## config.mk

```make
export PLATFORM = sky130hd
export DESIGN_NAME = lcdtg_core
export DESIGN_NICKNAME = d
export VERILOG_FILES = /design/src/core/lcdtg_pkg.sv /design/src/core/lcdtg_core.sv
export SDC_FILE = /design/constraint.sdc
export NUM_CORES = 1
export LEC_CHECK = 0
export ABC_AREA = 1
export BUFFER_PORTS_ARGS = -buffer_cell sky130_fd_sc_hd__clkbuf_2
export CAP_MARGIN = 40
export CORE_MARGIN = 5
export CORE_UTILIZATION = 40
export DETAILED_ROUTE_END_ITERATION = 8
export MAX_ROUTING_LAYER = met4
export PLACE_DENSITY = 0.69
export RECOVER_POWER = 50
export SLEW_MARGIN = 30
export SYNTH_ARGS = -nofsm -noshare
export SYNTH_HDL_FRONTEND = slang
export SYNTH_SLANG_ARGS = --single-unit
```

## constraint.sdc

```tcl
create_clock -name clk -period 4.09 [get_ports clk]
set_input_delay 0.6135 -clock clk [delete_from_list [all_inputs] [get_ports clk]]
set_output_delay 0.6135 -clock clk [all_outputs]
set_load 0.05 [all_outputs]
```

## src/core/lcdtg_pkg.sv

```systemverilog
// Package: constants, field layout and types for the LCD panel timing generator
package lcdtg_pkg;

    localparam int DIV_LSB       = 12;
    localparam int DIV_W         = 9;
    localparam int LCNT_LSB      = 21;
    localparam int LCNT_W        = 11;

    localparam int VFP_LSB       = 0;
    localparam int VBP_LSB       = 8;
    localparam int VPW_LSB       = 16;
    localparam int VHD_LSB       = 24;
    localparam int VFLD_W        = 8;
    localparam int VPW_W         = 6;

    localparam int HBP_LSB       = 0;
    localparam int HPW_LSB       = 8;
    localparam int HFP_LSB       = 21;
    localparam int HBP_W         = 8;
    localparam int HPW_W         = 8;
    localparam int HFP_W         = 11;

    localparam int HOZ_LSB       = 21;
    localparam int HOZ_W         = 11;
    localparam int LINE_LSB      = 0;
    localparam int LINE_W        = 11;

    localparam int BURST_LSB     = 24;
    localparam int BURST_W       = 7;
    localparam int FSIZE_LSB     = 0;
    localparam int FSIZE_W       = 24;
    localparam int WORD_BITS     = 32;

    localparam int LINE_EXTRA    = 4;
    localparam int FRAME_EXTRA   = 1;
    localparam int CNT_W         = 16;

    localparam logic [31:0] REG_RESET = 32'h0000_0000;

    // Second control register bit positions
    localparam int C2_MATRIX     = 0;
    localparam int C2_IFW_LSB    = 1;
    localparam int C2_COLOUR     = 3;
    localparam int C2_SCAN       = 4;
    localparam int C2_BPP_LSB    = 5;
    localparam int C2_INV_FRM    = 8;
    localparam int C2_INV_LINE   = 9;
    localparam int C2_INV_CLK    = 10;
    localparam int C2_DOT_CLOCK_RUN_MODE     = 15;
    localparam int C2_ORDER      = 31;

    typedef enum logic [2:0] {
        LCDTG_DELAY  = 3'b000,
        LCDTG_HPULSE = 3'b001,
        LCDTG_BPORCH = 3'b011,
        LCDTG_ACTIVE = 3'b010,
        LCDTG_FPORCH = 3'b110,
        LCDTG_PAD    = 3'b111
    } lcdtg_phase_type;

    typedef struct packed {
        logic pixel_dot_clock;
        logic line_sync_out;
        logic frame_sync_out;
        logic frame_pulse_out;
        logic data_enable;
    } lcdtg_pins_type;

    typedef struct packed {
        logic        dma_start;
        logic [6:0]  burst;
        logic [23:0] words;
    } lcdtg_dma_type;

endpackage : lcdtg_pkg

```

## src/core/lcdtg_core.sv

```systemverilog
// LCD panel timing generator: dot clock, line and frame sync, line counter
`timescale 1ns/10ps
module lcdtg_core
    import lcdtg_pkg::*;
(
    input  wire logic           clk,
    input  wire logic           nrst,
    input  wire logic           ce,
    input  wire logic           enable,
    input  wire logic [31:0]    display_control_one,
    input  wire logic [31:0]    display_control_two,
    input  wire logic [31:0]    vertical_timing_reg,
    input  wire logic [31:0]    horizontal_timing_reg,
    input  wire logic [31:0]    frame_geometry_reg,
    input  wire logic [31:0]    dma_frame_size_reg,
    output logic      [31:0]    display_control_one_rd,
    output logic      [15:0]    active_dots,
    output lcdtg_pins_type      pins,
    output lcdtg_dma_type       dma
);

    // Configuration decode
    logic [DIV_W-1:0]  dot_clock_divider;
    logic [VFLD_W-1:0] vertical_front_porch;
    logic [VFLD_W-1:0] vertical_back_porch;
    logic [VPW_W-1:0]  vsync_pulse_width;
    logic [VFLD_W-1:0] vsync_to_hsync_delay;
    logic [HBP_W-1:0]  horizontal_back_porch;
    logic [HPW_W-1:0]  hsync_pulse_width;
    logic [HFP_W-1:0]  horizontal_front_porch;
    logic [HOZ_W-1:0]  active_width_field;
    logic [LINE_W-1:0] active_line_count_field;
    logic              passive_mode;
    logic              one_panel_scan;
    logic              passive_colour_select;
    logic              eight_line_interface;
    logic              frame_sync_polarity;
    logic              line_inv;
    logic              clk_inv;
    logic              dot_clock_run_mode;

    assign dot_clock_divider       = display_control_one[DIV_LSB +: DIV_W];
    assign vertical_front_porch    = vertical_timing_reg[VFP_LSB +: VFLD_W];
    assign vertical_back_porch     = vertical_timing_reg[VBP_LSB +: VFLD_W];
    assign vsync_pulse_width       = vertical_timing_reg[VPW_LSB +: VPW_W];
    assign vsync_to_hsync_delay    = vertical_timing_reg[VHD_LSB +: VFLD_W];
    assign horizontal_back_porch   = horizontal_timing_reg[HBP_LSB +: HBP_W];
    assign hsync_pulse_width       = horizontal_timing_reg[HPW_LSB +: HPW_W];
    assign horizontal_front_porch  = horizontal_timing_reg[HFP_LSB +: HFP_W];
    assign active_width_field      = frame_geometry_reg[HOZ_LSB +: HOZ_W];
    assign active_line_count_field = frame_geometry_reg[LINE_LSB +: LINE_W];
    assign passive_mode            = ~display_control_two[C2_MATRIX];
    assign eight_line_interface    = display_control_two[C2_IFW_LSB];
    assign passive_colour_select   = display_control_two[C2_COLOUR];
    assign one_panel_scan          = ~display_control_two[C2_SCAN];
    assign frame_sync_polarity     = display_control_two[C2_INV_FRM];
    assign line_inv                = display_control_two[C2_INV_LINE];
    assign clk_inv                 = display_control_two[C2_INV_CLK];
    assign dot_clock_run_mode      = display_control_two[C2_DOT_CLOCK_RUN_MODE];

    // Dot clocks of data per line; passive count follows the programmed field as
    // software scales it for data lines and colour.
    assign active_dots = CNT_W'(active_width_field) + CNT_W'(1);
    // Expected data lines, computed only for the unused_ok tie-off and reported on no port
    logic [4:0] data_lines;
    always_comb begin
        data_lines = eight_line_interface ? 5'h08 : 5'h04;
        if (passive_mode && !one_panel_scan) begin
            data_lines = data_lines >> 1;
        end
    end

    // Dot clock divider: one tick every divider+1 master clocks
    logic [DIV_W-1:0] div_q, div_d;
    logic             dot_q, dot_d;
    logic             tick;
    assign tick = (div_q == dot_clock_divider);

    always_comb begin
        div_d = tick ? '0 : div_q + DIV_W'(1);
        dot_d = dot_q;
        if (div_q == (dot_clock_divider >> 1)) begin
            dot_d = 1'b1;
        end
        if (tick) begin
            dot_d = 1'b0;
        end
        if (!enable) begin
            div_d = '0;
            dot_d = 1'b0;
        end
    end

    always_ff @(posedge clk) begin
        if (!nrst) begin
            div_q <= '0;
            dot_q <= 1'b0;
        end else if (ce) begin
            div_q <= div_d;
            dot_q <= dot_d;
        end
    end

    // Horizontal phase machine
    lcdtg_phase_type   ph_q, ph_d;
    logic [CNT_W-1:0]  hcnt_q, hcnt_d;
    logic [CNT_W-1:0]  ph_len;
    logic              line_end;

    always_comb begin
        case (ph_q)
            LCDTG_DELAY:  ph_len = CNT_W'(vsync_to_hsync_delay);
            LCDTG_HPULSE: ph_len = CNT_W'(hsync_pulse_width);
            LCDTG_BPORCH: ph_len = CNT_W'(horizontal_back_porch);
            LCDTG_ACTIVE: ph_len = CNT_W'(active_width_field);
            LCDTG_FPORCH: ph_len = CNT_W'(horizontal_front_porch) - CNT_W'(1);
            LCDTG_PAD:    ph_len = '0;
            default:      ph_len = '0;
        endcase
    end

    // Four phases take field+1 dots and the front porch takes field dots, so a line
    // is the field sum plus four; a zero front porch is skipped outright.
    assign line_end = tick && (hcnt_q >= ph_len)
                    && ((ph_q == LCDTG_FPORCH)
                       || ((ph_q == LCDTG_ACTIVE) && (horizontal_front_porch == '0)));

    always_comb begin
        ph_d   = ph_q;
        hcnt_d = hcnt_q;
        if (tick) begin
            if (hcnt_q >= ph_len) begin
                hcnt_d = '0;
                case (ph_q)
                    LCDTG_DELAY:  ph_d = LCDTG_HPULSE;
                    LCDTG_HPULSE: ph_d = LCDTG_BPORCH;
                    LCDTG_BPORCH: ph_d = LCDTG_ACTIVE;
                    LCDTG_ACTIVE: begin
                        ph_d = (horizontal_front_porch == '0) ? LCDTG_DELAY
                                                              : LCDTG_FPORCH;
                    end
                    LCDTG_FPORCH: ph_d = LCDTG_DELAY;
                    LCDTG_PAD:    ph_d = LCDTG_DELAY;
                    default:      ph_d = LCDTG_DELAY;
                endcase
            end else begin
                hcnt_d = hcnt_q + CNT_W'(1);
            end
        end
        if (!enable) begin
            ph_d   = LCDTG_DELAY;
            hcnt_d = '0;
        end
    end

    // Pad phase is never entered; it only falls back to the delay phase

    always_ff @(posedge clk) begin
        if (!nrst) begin
            ph_q   <= LCDTG_DELAY;
            hcnt_q <= '0;
        end else if (ce) begin
            ph_q   <= ph_d;
            hcnt_q <= hcnt_d;
        end
    end

    // Vertical line counting
    logic [CNT_W-1:0] vcnt_q, vcnt_d;
    logic [CNT_W-1:0] frame_lines;
    assign frame_lines = CNT_W'(vertical_back_porch) + CNT_W'(active_line_count_field)
                       + CNT_W'(vertical_front_porch) + CNT_W'(FRAME_EXTRA);

    always_comb begin
        vcnt_d = vcnt_q;
        if (line_end) begin
            vcnt_d = (vcnt_q >= frame_lines - CNT_W'(1)) ? '0 : vcnt_q + CNT_W'(1);
        end
        if (!enable) begin
            vcnt_d = '0;
        end
    end

    // Output pins, registered
    lcdtg_pins_type pins_q, pins_d;
    logic           hs_raw, vs_raw, de_raw, vact;
    assign hs_raw = (ph_q == LCDTG_HPULSE);
    assign vs_raw = (vcnt_q <= CNT_W'(vsync_pulse_width));
    // Back porch lines, then line count+1 active lines, the rest is front porch
    assign vact   = (vcnt_q >= CNT_W'(vertical_back_porch))
                 && (vcnt_q <= CNT_W'(vertical_back_porch) + CNT_W'(active_line_count_field));
    assign de_raw = (ph_q == LCDTG_ACTIVE) && vact;

    always_comb begin
        pins_d.pixel_dot_clock = enable && (dot_q ^ clk_inv) &&
                                 (dot_clock_run_mode || de_raw);
        pins_d.line_sync_out   = enable && (hs_raw ^ line_inv);
        pins_d.frame_sync_out  = enable && (vs_raw ^ frame_sync_polarity);
        pins_d.frame_pulse_out = enable && ((vcnt_q == '0) ^ frame_sync_polarity);
        pins_d.data_enable     = enable && de_raw;
    end

    // Line counter: reload at frame start, count down on hsync falling edge
    logic [LCNT_W-1:0] lcnt_q, lcnt_d;
    logic              hs_prev_q, hs_prev_d;
    always_comb begin
        hs_prev_d = hs_raw;
        lcnt_d    = lcnt_q;
        if (hs_prev_q && !hs_raw) begin
            lcnt_d = (vcnt_q == '0) ? active_line_count_field : lcnt_q - LCNT_W'(1);
        end
        if (!enable) begin
            lcnt_d = active_line_count_field;
        end
    end

    // DMA frame request at each frame start
    lcdtg_dma_type dma_d;
    always_comb begin
        dma_d.dma_start = enable && line_end && (vcnt_q >= frame_lines - CNT_W'(1));
        dma_d.burst     = dma_frame_size_reg[BURST_LSB +: BURST_W];
        dma_d.words     = dma_frame_size_reg[FSIZE_LSB +: FSIZE_W];
    end

    always_ff @(posedge clk) begin
        if (!nrst) begin
            vcnt_q    <= '0;
            pins_q    <= '0;
            lcnt_q    <= '0;
            hs_prev_q <= 1'b0;
            dma       <= '0;
        end else if (ce) begin
            vcnt_q    <= vcnt_d;
            pins_q    <= pins_d;
            lcnt_q    <= lcnt_d;
            hs_prev_q <= hs_prev_d;
            dma       <= dma_d;
        end
    end

    assign pins = pins_q;

    // Counter overlays the read path; written bits are ignored there
    always_comb begin
        display_control_one_rd = display_control_one;
        display_control_one_rd[LCNT_LSB +: LCNT_W] = lcnt_q;
    end

    logic unused_ok;
    assign unused_ok = ^{data_lines, passive_colour_select, display_control_two[C2_ORDER],
                         display_control_two[C2_BPP_LSB +: 3]};

endmodule : lcdtg_core

```

== Word-level counts from Yosys, hierarchy flattened ==
Index checks and enable logic that the tools add are counted.
Widths: inputs -> output; s select.

* Bits in latches: 0
* Memories kept: 0
* Memory bits (writable): 0
* Flip-flop bits (word level): 94
* ROM bits: 0
* Logic and storage cells: 90

* $lt $le $gt $ge: 5
* Divide/modulo/power cells: 0
* Eq/ne operators: 11
* Multiplexer cells: 20
* Multiply operators: 0
* Shifts and indexed selects: 0
* Reductions and logical operators: 25
* Bitwise logic cells: 4
* Add/subtract/negate cells: 10

{| class="wikitable"
|+ Operators with widths
! operator !! number
|-
| $mux 16 || 6
|-
| $pmux 16 s5 || 1
|-
| $add 16x1->16 const B || 3
|-
| $mux 11 || 3
|-
| $ge 16x16->1 || 2
|-
| $mux 9 || 2
|-
| $add 16x8->16 || 1
|-
| $ge 16x8->1 || 1
|-
| $le 16x12->1 || 1
|-
| $le 16x6->1 || 1
|-
| $logic_not 16->1 || 1
|-
| $sub 16x1->16 const B || 1
|-
| $logic_and 1x1->1 || 14
|-
| $add 11x1->12 const B || 1
|-
| $add 8x11->12 || 1
|-
| $mux 3 || 4
|-
| $pmux 3 s4 || 1
|-
| $sub 11x1->12 const B || 1
|-
| $logic_not 11->1 || 1
|-
| $sub 11x1->11 const B || 1
|-
| $add 9x1->9 const B || 1
|-
| $eq 9x8->1 || 1
|-
| $eq 9x9->1 || 1
|-
| $ne 2x1->1 const B || 4
|-
| 11 further kinds || 21
|}

== Longest topological paths before layout ==
Gate-level depths: netlist of the first run.

* Depth after elaboration: 8
* Depth in mapped cells: 28
* Depth with buffers taken out: 27

== Worst setup path before layout of the first run ==
Ideal clock, no wire load.

* Path kind: input port to flip-flop
* From: in vertical_timing_reg[10]
* To: reg vcnt_q[9]
* Cell stages on the path: 26
* Data arrival time: 3.934 ns
* Path buffers: 1
* Setup slack: 0.089 ns
* Path through: ha_1 a21oi_1 o21ai_0 a21o_1 a31oi_1 xor2_1 inv_1 ha_1 nand2_1 inv_1 nand4_1 o211ai_1 nand2_1 nor2_1 xor2_1 ha_1 nand2_1 inv_1 nand2_1 nand2_1 a21oi_1 nand3_1 buf_2 nor3_1 nand2_1 a21oi_2

* Longest elaborated chain between the ends: 8

{| class="wikitable"
|+ Ends and longest elaborated chain
! what !! RTL line !! RTL
|-
| from (decl) || lcdtg_core.sv:12 || <nowiki>input wire logic [31:0] vertical_timing_reg,</nowiki>
|-
| $add 8x11->12 || lcdtg_core.sv:171 || <nowiki>assign frame_lines = CNT_W'(vertical_back_porch) + CNT_W'(active_line_count_field)</nowiki>
|-
| $add 16x8->16 || lcdtg_core.sv:172 || <nowiki>+ CNT_W'(vertical_front_porch) + CNT_W'(FRAME_EXTRA);</nowiki>
|-
| $add 16x1->16 || lcdtg_core.sv:172 ||
|-
| $sub 16x1->16 || lcdtg_core.sv:177 || <nowiki>vcnt_d = (vcnt_q >= frame_lines - CNT_W'(1)) ? '0 : vcnt_q + CNT_W'(1);</nowiki>
|-
| $ge 16x16->1 || lcdtg_core.sv:177 ||
|-
| $mux 16 || lcdtg_core.sv:177 ||
|-
| $mux 16 || lcdtg_core.sv:176 || <nowiki>if (line_end) begin</nowiki>
|-
| $mux 16 || lcdtg_core.sv:179 || <nowiki>if (!enable) begin</nowiki>
|-
| to (signal assigned) || lcdtg_core.sv:233 || <nowiki>vcnt_q <= vcnt_d;</nowiki>
|-
| to (decl) || lcdtg_core.sv:169 || <nowiki>logic [CNT_W-1:0] vcnt_q, vcnt_d;</nowiki>
|}

Every way passes these cells. The select of a mux whose other input is x is not followed.
A chain may end at the register's enable or synchronous reset.

== Worst setup path after layout of the first run ==
* From: in frame_geometry_reg[0]
* To: reg vcnt_q[7]

* Longest elaborated chain between the ends: 8

{| class="wikitable"
|+ Ends and longest elaborated chain
! what !! RTL line !! RTL
|-
| from (decl) || lcdtg_core.sv:14 || <nowiki>input wire logic [31:0] frame_geometry_reg,</nowiki>
|-
| $add 8x11->12 || lcdtg_core.sv:171 ||
|-
| $add 16x8->16 || lcdtg_core.sv:172 ||
|-
| $add 16x1->16 || lcdtg_core.sv:172 ||
|-
| $sub 16x1->16 || lcdtg_core.sv:177 ||
|-
| $ge 16x16->1 || lcdtg_core.sv:177 ||
|-
| $mux 16 || lcdtg_core.sv:177 ||
|-
| $mux 16 || lcdtg_core.sv:176 ||
|-
| $mux 16 || lcdtg_core.sv:179 ||
|}

Every way passes these cells. The select of a mux whose other input is x is not followed.

==> metrics.cfg, run 1 <==
[run_status]
status = finished with violations
violations = capacitance limit, slew limit

[power]
p_per_area_nw_per_um2 = 295
p_leak_nw = 4.56
worst_ir_drop_vdd_uv = 202
power_mw = 2.83

[cts]
clk_pin_slew_ns = 0.08
cts-root-buf = clkbuf_16
insertion_delay_ns = 0.35
htree_levels = 3
clk_path_buf_depth = 2
tritoncts = built
cts_made_buffers = 9
clkSinkCount = 94
ctsHoldBuffers = 0

[setup_path]
critPathMostFrequentCell = nand2_1
cp.required_ns = 4.37
worst_setup_path_end_kind = register
cp_slowest_cell = ha_1
arrival_ns = 4.14
max_stage_delay_ns = 0.36
criticalPathCategory = input port to register
cp-start-kind = input port
cp_max_fo = 6

[timing]
worst_slack_ns = 0.231
fin_crit_ns = 3.86
clock.fmax_mhz = 259
setup_viol_count_final = 0
setup_tns_ns = 0
hold_viol_final = 0
max_slew_margin_pct = -8.85
holdWs_ns = 0.477
finClkSkew_ns = 0.00470
fin_crit_sh_pct = 94.4
tightest_slew_ns = 1.63
finalMaxSlewViolations = 38

[floorplanning]
die_area_um2 = 22500
ios = 281
core-area_um2 = 19400
initial_utilization_pct = 40.5
fp.dieH_um = 150
die_w_um = 150
num_rows = 51

[synth]
mappedNetlistArea_um2 = 7850
synth_area_leaders = dfxtp_1, ha_1, nand2_1
synth_area_per_cell_um2 = 6.74
yosysSeqAreaShare_pct = 24.0
netlist.area_leader.share_pct = 24.0
syn_inst = 1165
ys_ff_latch = 94
synth.largest_area_cell = dfxtp_1
yosysUniqueCellTypes = 59
synth_edf_count = 0
synthFlopType = dfxtp_1
ys_async_sr_fraction_pct = 0
synth_warnings = 0

[detailed_routing]
drcViolationCount = 0
initialDrtViolationCount = 555
drt_wl_total_um = 22800
dr.pass1.iters = 5
ant_nets = 0
dr_total_vias = 8149
wire_per_inst_um = 13.9
vias_per_cell = 4.98

[global_route]
grt_util_all_layers_pct = 20.3
grt_use_met1_pct = 26.6
grt_pass1_wl_um = 36300
grt_overflow = 0
antenna_found_initial = 0
grt_util_met3_pct = 3.28
grt_pass1_vias = 7464
grt.busiest_layer = met2
grt_max_degree = 46
grt_use_met2_pct = 33.4

[layout]
nets = 1644
layout_commonest_cell = nand2_1
final_cell_mix = nand2_1, nor2_1, clkbuf_2
drive_gt1_share_pct = 22.0
area_growth_pct = 22.3
design_area_um2 = 9600
fillers = 2002
n_antenna_cell = 0
final_core_util_pct = 49.5
finalNonFillerCells = 1637

[placed_design]
dpl_worst_slack_ns = -0.211
dp_hpwl_um = 17800
placedCellCount = 1618
detailed_place.area_um2 = 9160
gp_congestion = 0.925
io_buffers = 195

[hold_path]
hold_class = input port to register

[run]
max-cap-violations = 1

==> critical path, delay by kind of cell <==
family | cells | cell delay [ns]
AOI/OAI and AO/OA | 3 | 0.44
and+or+nand+nor | 16 | 1.25
xor gates and xnor gates | 2 | 0.32
buffers and inverters | 4 | 0.37
adders and majority gates | 4 | 1.12
==> Yosys cell counts (all sizes together) (2+ instances only) <==
cell type	n
inv	134
clkbuf	12
or2	3
fa	2
a21o	5
buf	42
xnor2	16
xor2	44
a31o	2
nor3b	3
conb	2
nor2	186
nor4	2
nand3	71
o21bai	4
a22oi	3
a221oi	2
o2111ai	2
o22ai	7
dfxtp	94
o21ai	68
a21oi	77
o211ai	4
a211oi	5
nand4	17
nor3	36
a31oi	3
ha	79
nand2	229
a22o	3
and2	2
==> report_power, final <==
| part | total [mW] | internal, mW | switching [mW] |
|---|---|---|---|
| logic | 0.954 | 0.355 | 0.599 |
| clock network | 0.886 | 0.489 | 0.397 |
| registers | 0.989 | 0.953 | 0.0361 |
==> worst paths after layout <==
path | from | endpoint | slack [ns] | depth (start not counted)
max | frame_geometry_reg[0] | vcnt_q[7]$_SDFFE_PN0P_ | 0.23 | 29
min | dma_frame_size_reg[14] | dma[14]$_SDFFE_PN0P_ | 0.48 | 3
max reg2reg | ph_q[1]$_SDFFE_PN0P_ | hcnt_q[12]$_SDFFE_PN0P_ | 0.73 | 15
min reg2reg | pins[2]$_SDFFE_PN0P_ | pins[2]$_SDFFE_PN0P_ | 0.48 | 2
==> area by class of cell <==
cell class,count,area (µm²),share of cell area [%]
multi-input combinational,885,5280,55.0
sequential,94,1880,19.6
timing repair buffer,242,1290,13.4
inverter,135,509,5.30
tap,265,332,3.45
clock buffer,9,225,2.35
clock inverter,7,85.1,0.886
==> flip-flops by register name, summed over array words and instances, names as in the netlist <==
name,cells
lcnt_q,11
ph_q,3
dot_q,1
dma,32
div_q,9
vcnt_q,16
hs_prev_q,1
pins,5
hcnt_q,16
==> kinds of logic after synthesis <==
family / count (synthesis) / synth area share [%]
AND/OR/NAND/NOR: 550 / 31.0
AO/OA/AOI/OAI: 189 / 14.0
buffers and inverters: 189 / 10.9
flip-flops: 94 / 24.0
adder cells (fa/ha/maj): 81 / 13.1
XOR/XNOR: 60 / 6.89
other: 2 / 0.0957
==> layer usage <==
metal	vias to the layer above	wire length, µm
met5	-	0
met1	3700	10200
met3	17	1340
li1	4206	-
met4	0	280
met2	226	10900
==> repair_timing <==
| item | in CTS | in global routing |
|---|---|---|
| buffers inserted | 0 | 2 |
| endpoints found under the setup margin | 0 | 15 |
| resized for setup | 0 | 40 |
No activity file was read; power rests on OpenSTA's default activity.
==> run 2, diff against run 1 <==
- PLACE_DENSITY: 0.69 -> 0.79
==> run 2 against run 1 <==
The flow now finishes without violations. Cell count grew 0.18%. Flip-flop and latch count stayed put. Maximum frequency is 2.4% lower. Worst hold slack got worse by 0.0084 ns. Largest power group is now combinational cells. Highest routed layer unchanged.
==> metrics.cfg, run 2 (synthesis results as in run 1) <==
[layout]
finalNonFillerCells = 1640  ; +0.18%
top_regs = dma: 32 flops, hcnt_q: 16 flops, vcnt_q: 16 flops
top_register = dma
largest_reg_flops = 32  ; unchanged
layout_commonest_cell = nand2_1
area_growth_pct = 24.8
design_area_um2 = 9790  ; +2.0%
n_antenna_cell = 0  ; unchanged
drive_gt1_share_pct = 26.2  ; +4.2 points
final_cell_mix = nand2_1, clkbuf_2, nor2_1
nets = 1647  ; +0.18%

[run_status]
status = complete, no violations

[floorplanning]
num_rows = 51  ; unchanged
fp.dieH_um = 150  ; unchanged
die_w_um = 150  ; unchanged
ios = 281  ; unchanged
die_area_um2 = 22500  ; unchanged
initial_utilization_pct = 40.5  ; unchanged
core-area_um2 = 19400  ; unchanged

[hold_path]
hold_path_end = pins[2]$_SDFFE_PN0P_
worstHoldStart = pins[2]$_SDFFE_PN0P_
hold_class = register to register
worstHoldPathCells = 2  ; -1

[placed_design]
placedCellCount = 1617  ; -0.062%
dp_hpwl_um = 17700  ; -0.30%
detailed_place.area_um2 = 9150  ; about the same
dpl_worst_slack_ns = -0.305  ; -0.0939 ns
gp_congestion = 0.922  ; -0.24%
io_buffers = 195  ; unchanged

[timing]
finalMaxSlewViolations = 0  ; -100%
finClkSkew_ns = 0.00934  ; +0.00464 ns
setup_tns_ns = 0  ; unchanged
hold_viol_final = 0  ; unchanged
rsz0062_at_grt = yes
max_slew_margin_pct = 33.9  ; +43 points
tightest_slew_ns = 0.987  ; -0.645 ns
fin_crit_ns = 3.95  ; +0.0946 ns
fin_crit_sh_pct = 96.7  ; +2.3 points
clock.fmax_mhz = 253  ; -2.4%
worst_slack_ns = 0.136  ; -0.0946 ns
setup_viol_count_final = 0  ; unchanged

[cts]
clk_path_buf_depth = 2  ; unchanged
clkSinkCount = 94  ; unchanged
cts-root-buf = clkbuf_16
insertion_delay_ns = 0.35  ; about the same
htree_levels = 3  ; unchanged
cts_made_buffers = 9  ; unchanged
ctsHoldBuffers = 0  ; unchanged
tritoncts = built
clk_pin_slew_ns = 0.07  ; about the same

[global_route]
grt_max_degree = 47  ; +2.2%
grt_util_all_layers_pct = 20.4  ; +0.043 points
grt_pass1_wl_um = 36600  ; +0.76%
antenna_found_initial = 0  ; unchanged
grt_pass1_vias = 7848  ; +5.1%
grt_overflow = 0  ; unchanged

[setup_path]
cp_max_fo = 6  ; unchanged
rrSetupSlack_ns = 0.67  ; -0.06 ns
cp_slowest_cell = fa_2
cp.required_ns = 4.38  ; about the same
cp-start-kind = input port
worst_setup_path_end_kind = register
reg2reg_depth = 20  ; +5
r2r-end = vcnt_q[2]$_SDFFE_PN0P_
r2r-start = ph_q[2]$_SDFFE_PN0P_
path_buf_inv = 3  ; -1
arrival_ns = 4.24  ; +0.10 ns
criticalPathCategory = input port to register
critPathTopFamily = simple AND/OR/NAND/NOR gates
max_stage_delay_ns = 0.37  ; about the same

[detailed_routing]
drcViolationCount = 0  ; unchanged
dr_total_vias = 8367  ; +2.7%
wire_per_inst_um = 14.0  ; +0.52%
drt_wl_total_um = 23000  ; +0.70%
dr.pass1.iters = 5  ; unchanged
ant_nets = 0  ; unchanged
initialDrtViolationCount = 586  ; +5.6%
vias_per_cell = 5.10  ; +2.5%

[power]
p_per_area_nw_per_um2 = 285  ; -3.4%
worst_ir_drop_vdd_uv = 295  ; +46%
p_leak_nw = 4.72  ; +3.6%

[run]
max-cap-violations = 0  ; -1

## run 2: cell types whose count changed in the layout (fill, tap and decap cells not counted), moves of 3 or more
cell / before / now
buf_6: 2 / 7
clkbuf_1: 44 / 3
clkbuf_2: 152 / 189
ha_1: 76 / 72
ha_4: 3 / 7
inv_1: 124 / 120
inv_2: 9 / 13
inv_6: 4 / 0
nand2_1: 213 / 208
nand2_4: 2 / 5
## run 2: power breakdown
part           internal [mW]  switching, mW
registers              0.954         0.0348
clock network          0.414          0.363
logic                  0.393          0.630
## run 2: final cells by class
type                       instances  area [µm²]
fill                            1856        9600
multi-input combinational        885        5390
sequential                        94        1880
timing repair buffer             245        1410
inverter                         135         509
tap                              265         332
clock buffer                      11         233
clock inverter                     5        36.3
## run 2: how the worst max path moves through the flow
stage                                       start                       to  slack [ns]  cells past startpoint
after floorplan           vertical_timing_reg[10]   vcnt_q[9]$_SDFFE_PN0P_        0.09                     26
after global placement    vertical_timing_reg[10]  vcnt_q[13]$_SDFFE_PN0P_       -0.24                     26
after detailed placement  vertical_timing_reg[10]   vcnt_q[5]$_SDFFE_PN0P_       -0.30                     27
after CTS                 vertical_timing_reg[10]   vcnt_q[5]$_SDFFE_PN0P_        0.03                     27
after global routing        frame_geometry_reg[0]  vcnt_q[12]$_SDFFE_PN0P_       -0.14                     29
final                       frame_geometry_reg[0]  vcnt_q[12]$_SDFFE_PN0P_        0.14                     27
## run 2: metrics by stage
| step | total power [mW] | util (%) | hold WS, ns |
|---|---|---|---|
| 6_report | 2.79 | 50.5 | 0.469 |
| 5_1_grt | 2.97 | 50.5 | 0.473 |
| 4_1_cts | 2.73 | 48.6 | 0.471 |
| 3_5_place_dp | 1.94 | 47.2 | 0.467 |
| 3_3_place_gp | 1.92 | 47.1 | 0.458 |
| 2_1_floorplan | 1.68 | - | 0.462 |
## run 2: metal layers
layer	part of all wire [%]	vias to the layer above	track usage, %
li1	-	4211	-
met5	0	-	-
met1	43	3816	25.5
met3	6.7	63	3.97
met4	3.3	0	7.23
met2	47	277	32.9
## run 2: timing repair
action	CTS	global route
gates resized for setup	0	78
hold endpoints to repair	0	0
endpoints found under the setup margin	0	15
buffers inserted	0	6
## run 2: worst reg2reg max path: cells and delay by family (launching register included)
kind	cells	cell delay, ns
flops	1	0.38
buf+inv	1	0.11
compound gates	2	0.32
simple gates	16	2.21
fa+ha+maj	1	0.33
==> run 3, diff against run 2 <==
- CORE_MARGIN: 5 -> 2
- CTS_BUF_LIST: unset -> sky130_fd_sc_hd__clkbuf_8
- REMOVE_ABC_BUFFERS: unset -> 1
==> run 3 against run 2 <==
The run now ends with capacitance limit, slew limit left. Die area shrank 7.8%. Sequential power hardly changed. Sequential share of layout area up 0.49 points. Clock skew is 0.0048 ns higher. Global-route usage is 1.4 points higher. First-iteration DRC count shrank 22%. Register-to-register slack is essentially flat. Count of clock-buffer cells in the layout decreased by 1. Critical endpoint is now vcnt_q[7]$_SDFFE_PN0P_. Critical path depth unchanged. Flip-flop and latch count stayed put. Utilization shrank 1.1 points. Highest routed layer unchanged.
==> metrics.cfg, run 3 (synthesis results as in run 1) <==
[layout]
n_antenna_cell = 0  ; unchanged
design_area_um2 = 9550  ; -2.5%
fillers = 1896  ; +2.2%
top_regs = dma: 32 flops, hcnt_q: 16 flops, vcnt_q: 16 flops
area_growth_pct = 21.7
drive_gt1_share_pct = 22.5  ; -3.7 points
final_cell_mix = nand2_1, nor2_1, clkbuf_2
nets = 1649  ; +0.12%
top_register = dma
largest_reg_flops = 32  ; unchanged
layout_commonest_cell = nand2_1

[detailed_routing]
initialDrtViolationCount = 457  ; -22%
dr.pass1.iters = 7  ; +2
dr_total_vias = 8395  ; +0.33%
ant_nets = 0  ; unchanged
vias_per_cell = 5.11  ; +0.21%
drcViolationCount = 0  ; unchanged
wire_per_inst_um = 13.8  ; -1.6%
drt_wl_total_um = 22600  ; -1.4%

[global_route]
grt_pass1_vias = 7799  ; -0.62%
antenna_found_initial = 0  ; unchanged
grt_max_degree = 46  ; -2.1%
grt_pass1_wl_um = 35700  ; -2.4%
grt_util_all_layers_pct = 21.8  ; +1.4 points
grt_overflow = 0  ; unchanged

[setup_path]
arrival_ns = 4.18  ; -0.06 ns
cp_max_fo = 6  ; unchanged
criticalPathCategory = input port to register
reg2reg_depth = 18  ; -10%
max_stage_delay_ns = 0.28  ; -0.09 ns
path_buf_inv = 5  ; +2
critPathMostFrequentCell = nand2_1
cp-start-kind = input port
cp.required_ns = 4.40  ; +0.02 ns
critPathTopFamily = compound AO/OA/AOI/OAI gates
rrSetupSlack_ns = 0.66  ; about the same
crit_cells = 27  ; unchanged
cp_slowest_cell = ha_4
startpoint = vertical_timing_reg[10]
endpoint = vcnt_q[7]$_SDFFE_PN0P_
r2r-end = vcnt_q[4]$_SDFFE_PN0P_
r2r-start = ph_q[1]$_SDFFE_PN0P_
worst_setup_path_end_kind = register

[cts]
clkSinkCount = 94  ; unchanged
cts-root-buf = clkbuf_8
clk_path_buf_depth = 2  ; unchanged
insertion_delay_ns = 0.37  ; +0.02 ns
ctsHoldBuffers = 0  ; unchanged
tritoncts = built
clk_pin_slew_ns = 0.10  ; +0.03 ns
cts_made_buffers = 9  ; unchanged
htree_levels = 3  ; unchanged

[run]
max-cap-violations = 1  ; +1

[timing]
fin_crit_sh_pct = 94.7  ; -1.9 points
rsz0062_at_grt = yes
setup_viol_count_final = 0  ; unchanged
holdWs_ns = 0.456  ; -0.0128 ns
worst_slack_ns = 0.216  ; +0.0791 ns
clock.fmax_mhz = 258  ; +2.0%
hold_viol_final = 0  ; unchanged
tightest_slew_ns = 1.95  ; +0.964 ns
max_slew_margin_pct = -30.1  ; -64 points
finClkSkew_ns = 0.0142  ; +0.00483 ns
finalMaxSlewViolations = 46  ; +46
fin_crit_ns = 3.87  ; -0.0791 ns

[floorplanning]
num_rows = 51  ; unchanged
core-area_um2 = 19300  ; -0.33%
initial_utilization_pct = 40.6  ; +0.13 points
fp.dieH_um = 144  ; -4.0%
ios = 281  ; unchanged
die_w_um = 144  ; -4.0%
die_area_um2 = 20800  ; -7.8%

[power]
p_per_area_nw_per_um2 = 275  ; -3.2%
worst_ir_drop_vdd_uv = 184  ; -38%
p_leak_nw = 4.55  ; -3.6%
power_mw = 2.63  ; -5.6%

[hold_path]
hold_class = input port to register

[run_status]
violations = capacitance limit, slew limit
status = finished with violations

[placed_design]
dpl_worst_slack_ns = -0.223  ; +0.0817 ns
gp_congestion = 0.901  ; -2.3%
detailed_place.area_um2 = 9190  ; +0.41%
dp_hpwl_um = 17500  ; -0.93%
io_buffers = 195  ; unchanged

[run 3: cell types whose count changed in the layout (fill, tap and decap cells not counted), moves of 7 or more]
cell / delta
clkbuf_1: +34
clkbuf_2: -32
clkbuf_8: +10
clkbuf_16: -9
nor3_1: +7
nor3_2: -7
[run 3: stage by stage]
stage / setup TNS (ns) / utilization [%] / cells
floorplan: 0 / - / 1114
global placement: -1.45 / 47.5 / 1623
detailed placement: -2.56 / 47.5 / 1623
CTS: 0 / 48.6 / 1639
global route: -0.555 / 49.4 / 1642
finish: 0 / 49.4 / 1642
[run 3: timing repair]
item,in CTS,in global routing
resized for setup,0,44
buffers inserted,0,2
endpoints found under the setup margin,0,15
[run 3: worst min-delay path by stage]
stage / startpoint / depth (start not counted) / slack (ns) / endpoint
4_1_cts: dma_frame_size_reg[13] / 3 / 0.45 / dma[13]$_SDFFE_PN0P_
5_1_grt: dma_frame_size_reg[27] / 3 / 0.46 / dma[27]$_SDFFE_PN0P_
3_3_place_gp: pins[4]$_SDFFE_PN0P_ / 2 / 0.45 / pins[4]$_SDFFE_PN0P_
2_1_floorplan: dot_q$_SDFFE_PN0P_ / 2 / 0.46 / dot_q$_SDFFE_PN0P_
3_5_place_dp: pins[1]$_SDFFE_PN0P_ / 2 / 0.47 / pins[1]$_SDFFE_PN0P_
6_report: dma_frame_size_reg[3] / 3 / 0.46 / dma[3]$_SDFFE_PN0P_
[run 3: area by class of cell]
type	count	area, µm²	area share [%]
inverters	135	509	5.33
repair buffers	247	1340	14.0
multi-input cells	885	5280	55.3
flip-flops and latches	94	1880	19.7
clock buffers	10	138	1.44
clock inverters	6	68.8	0.720
well taps	265	332	3.47
[run 3: report_power, final]
part	switching (mW)	total (mW)	leakage (nW)	internal, mW
Sequential	0.0351	0.988	0.769	0.953
Clock	0.347	0.651	0.109	0.304
Combinational	0.615	0.991	3.67	0.376
[run 3: metal layers]
layer | wire length [µm] | part of all wire [%] | track usage, % | vias to the layer above
li1 | - | - | - | 4215
met1 | 9850 | 44 | 26.9 | 3829
met2 | 10700 | 47 | 35.8 | 306
met3 | 1550 | 6.8 | 4.27 | 45
met4 | 556 | 2.5 | 6.91 | 0
met5 | 0 | 0 | - | -
[run 3: tightest hold or removal path: stages]
cell      delay, ns
clkbuf_2       0.07
nor2_1         0.03
nor2_1         0.08
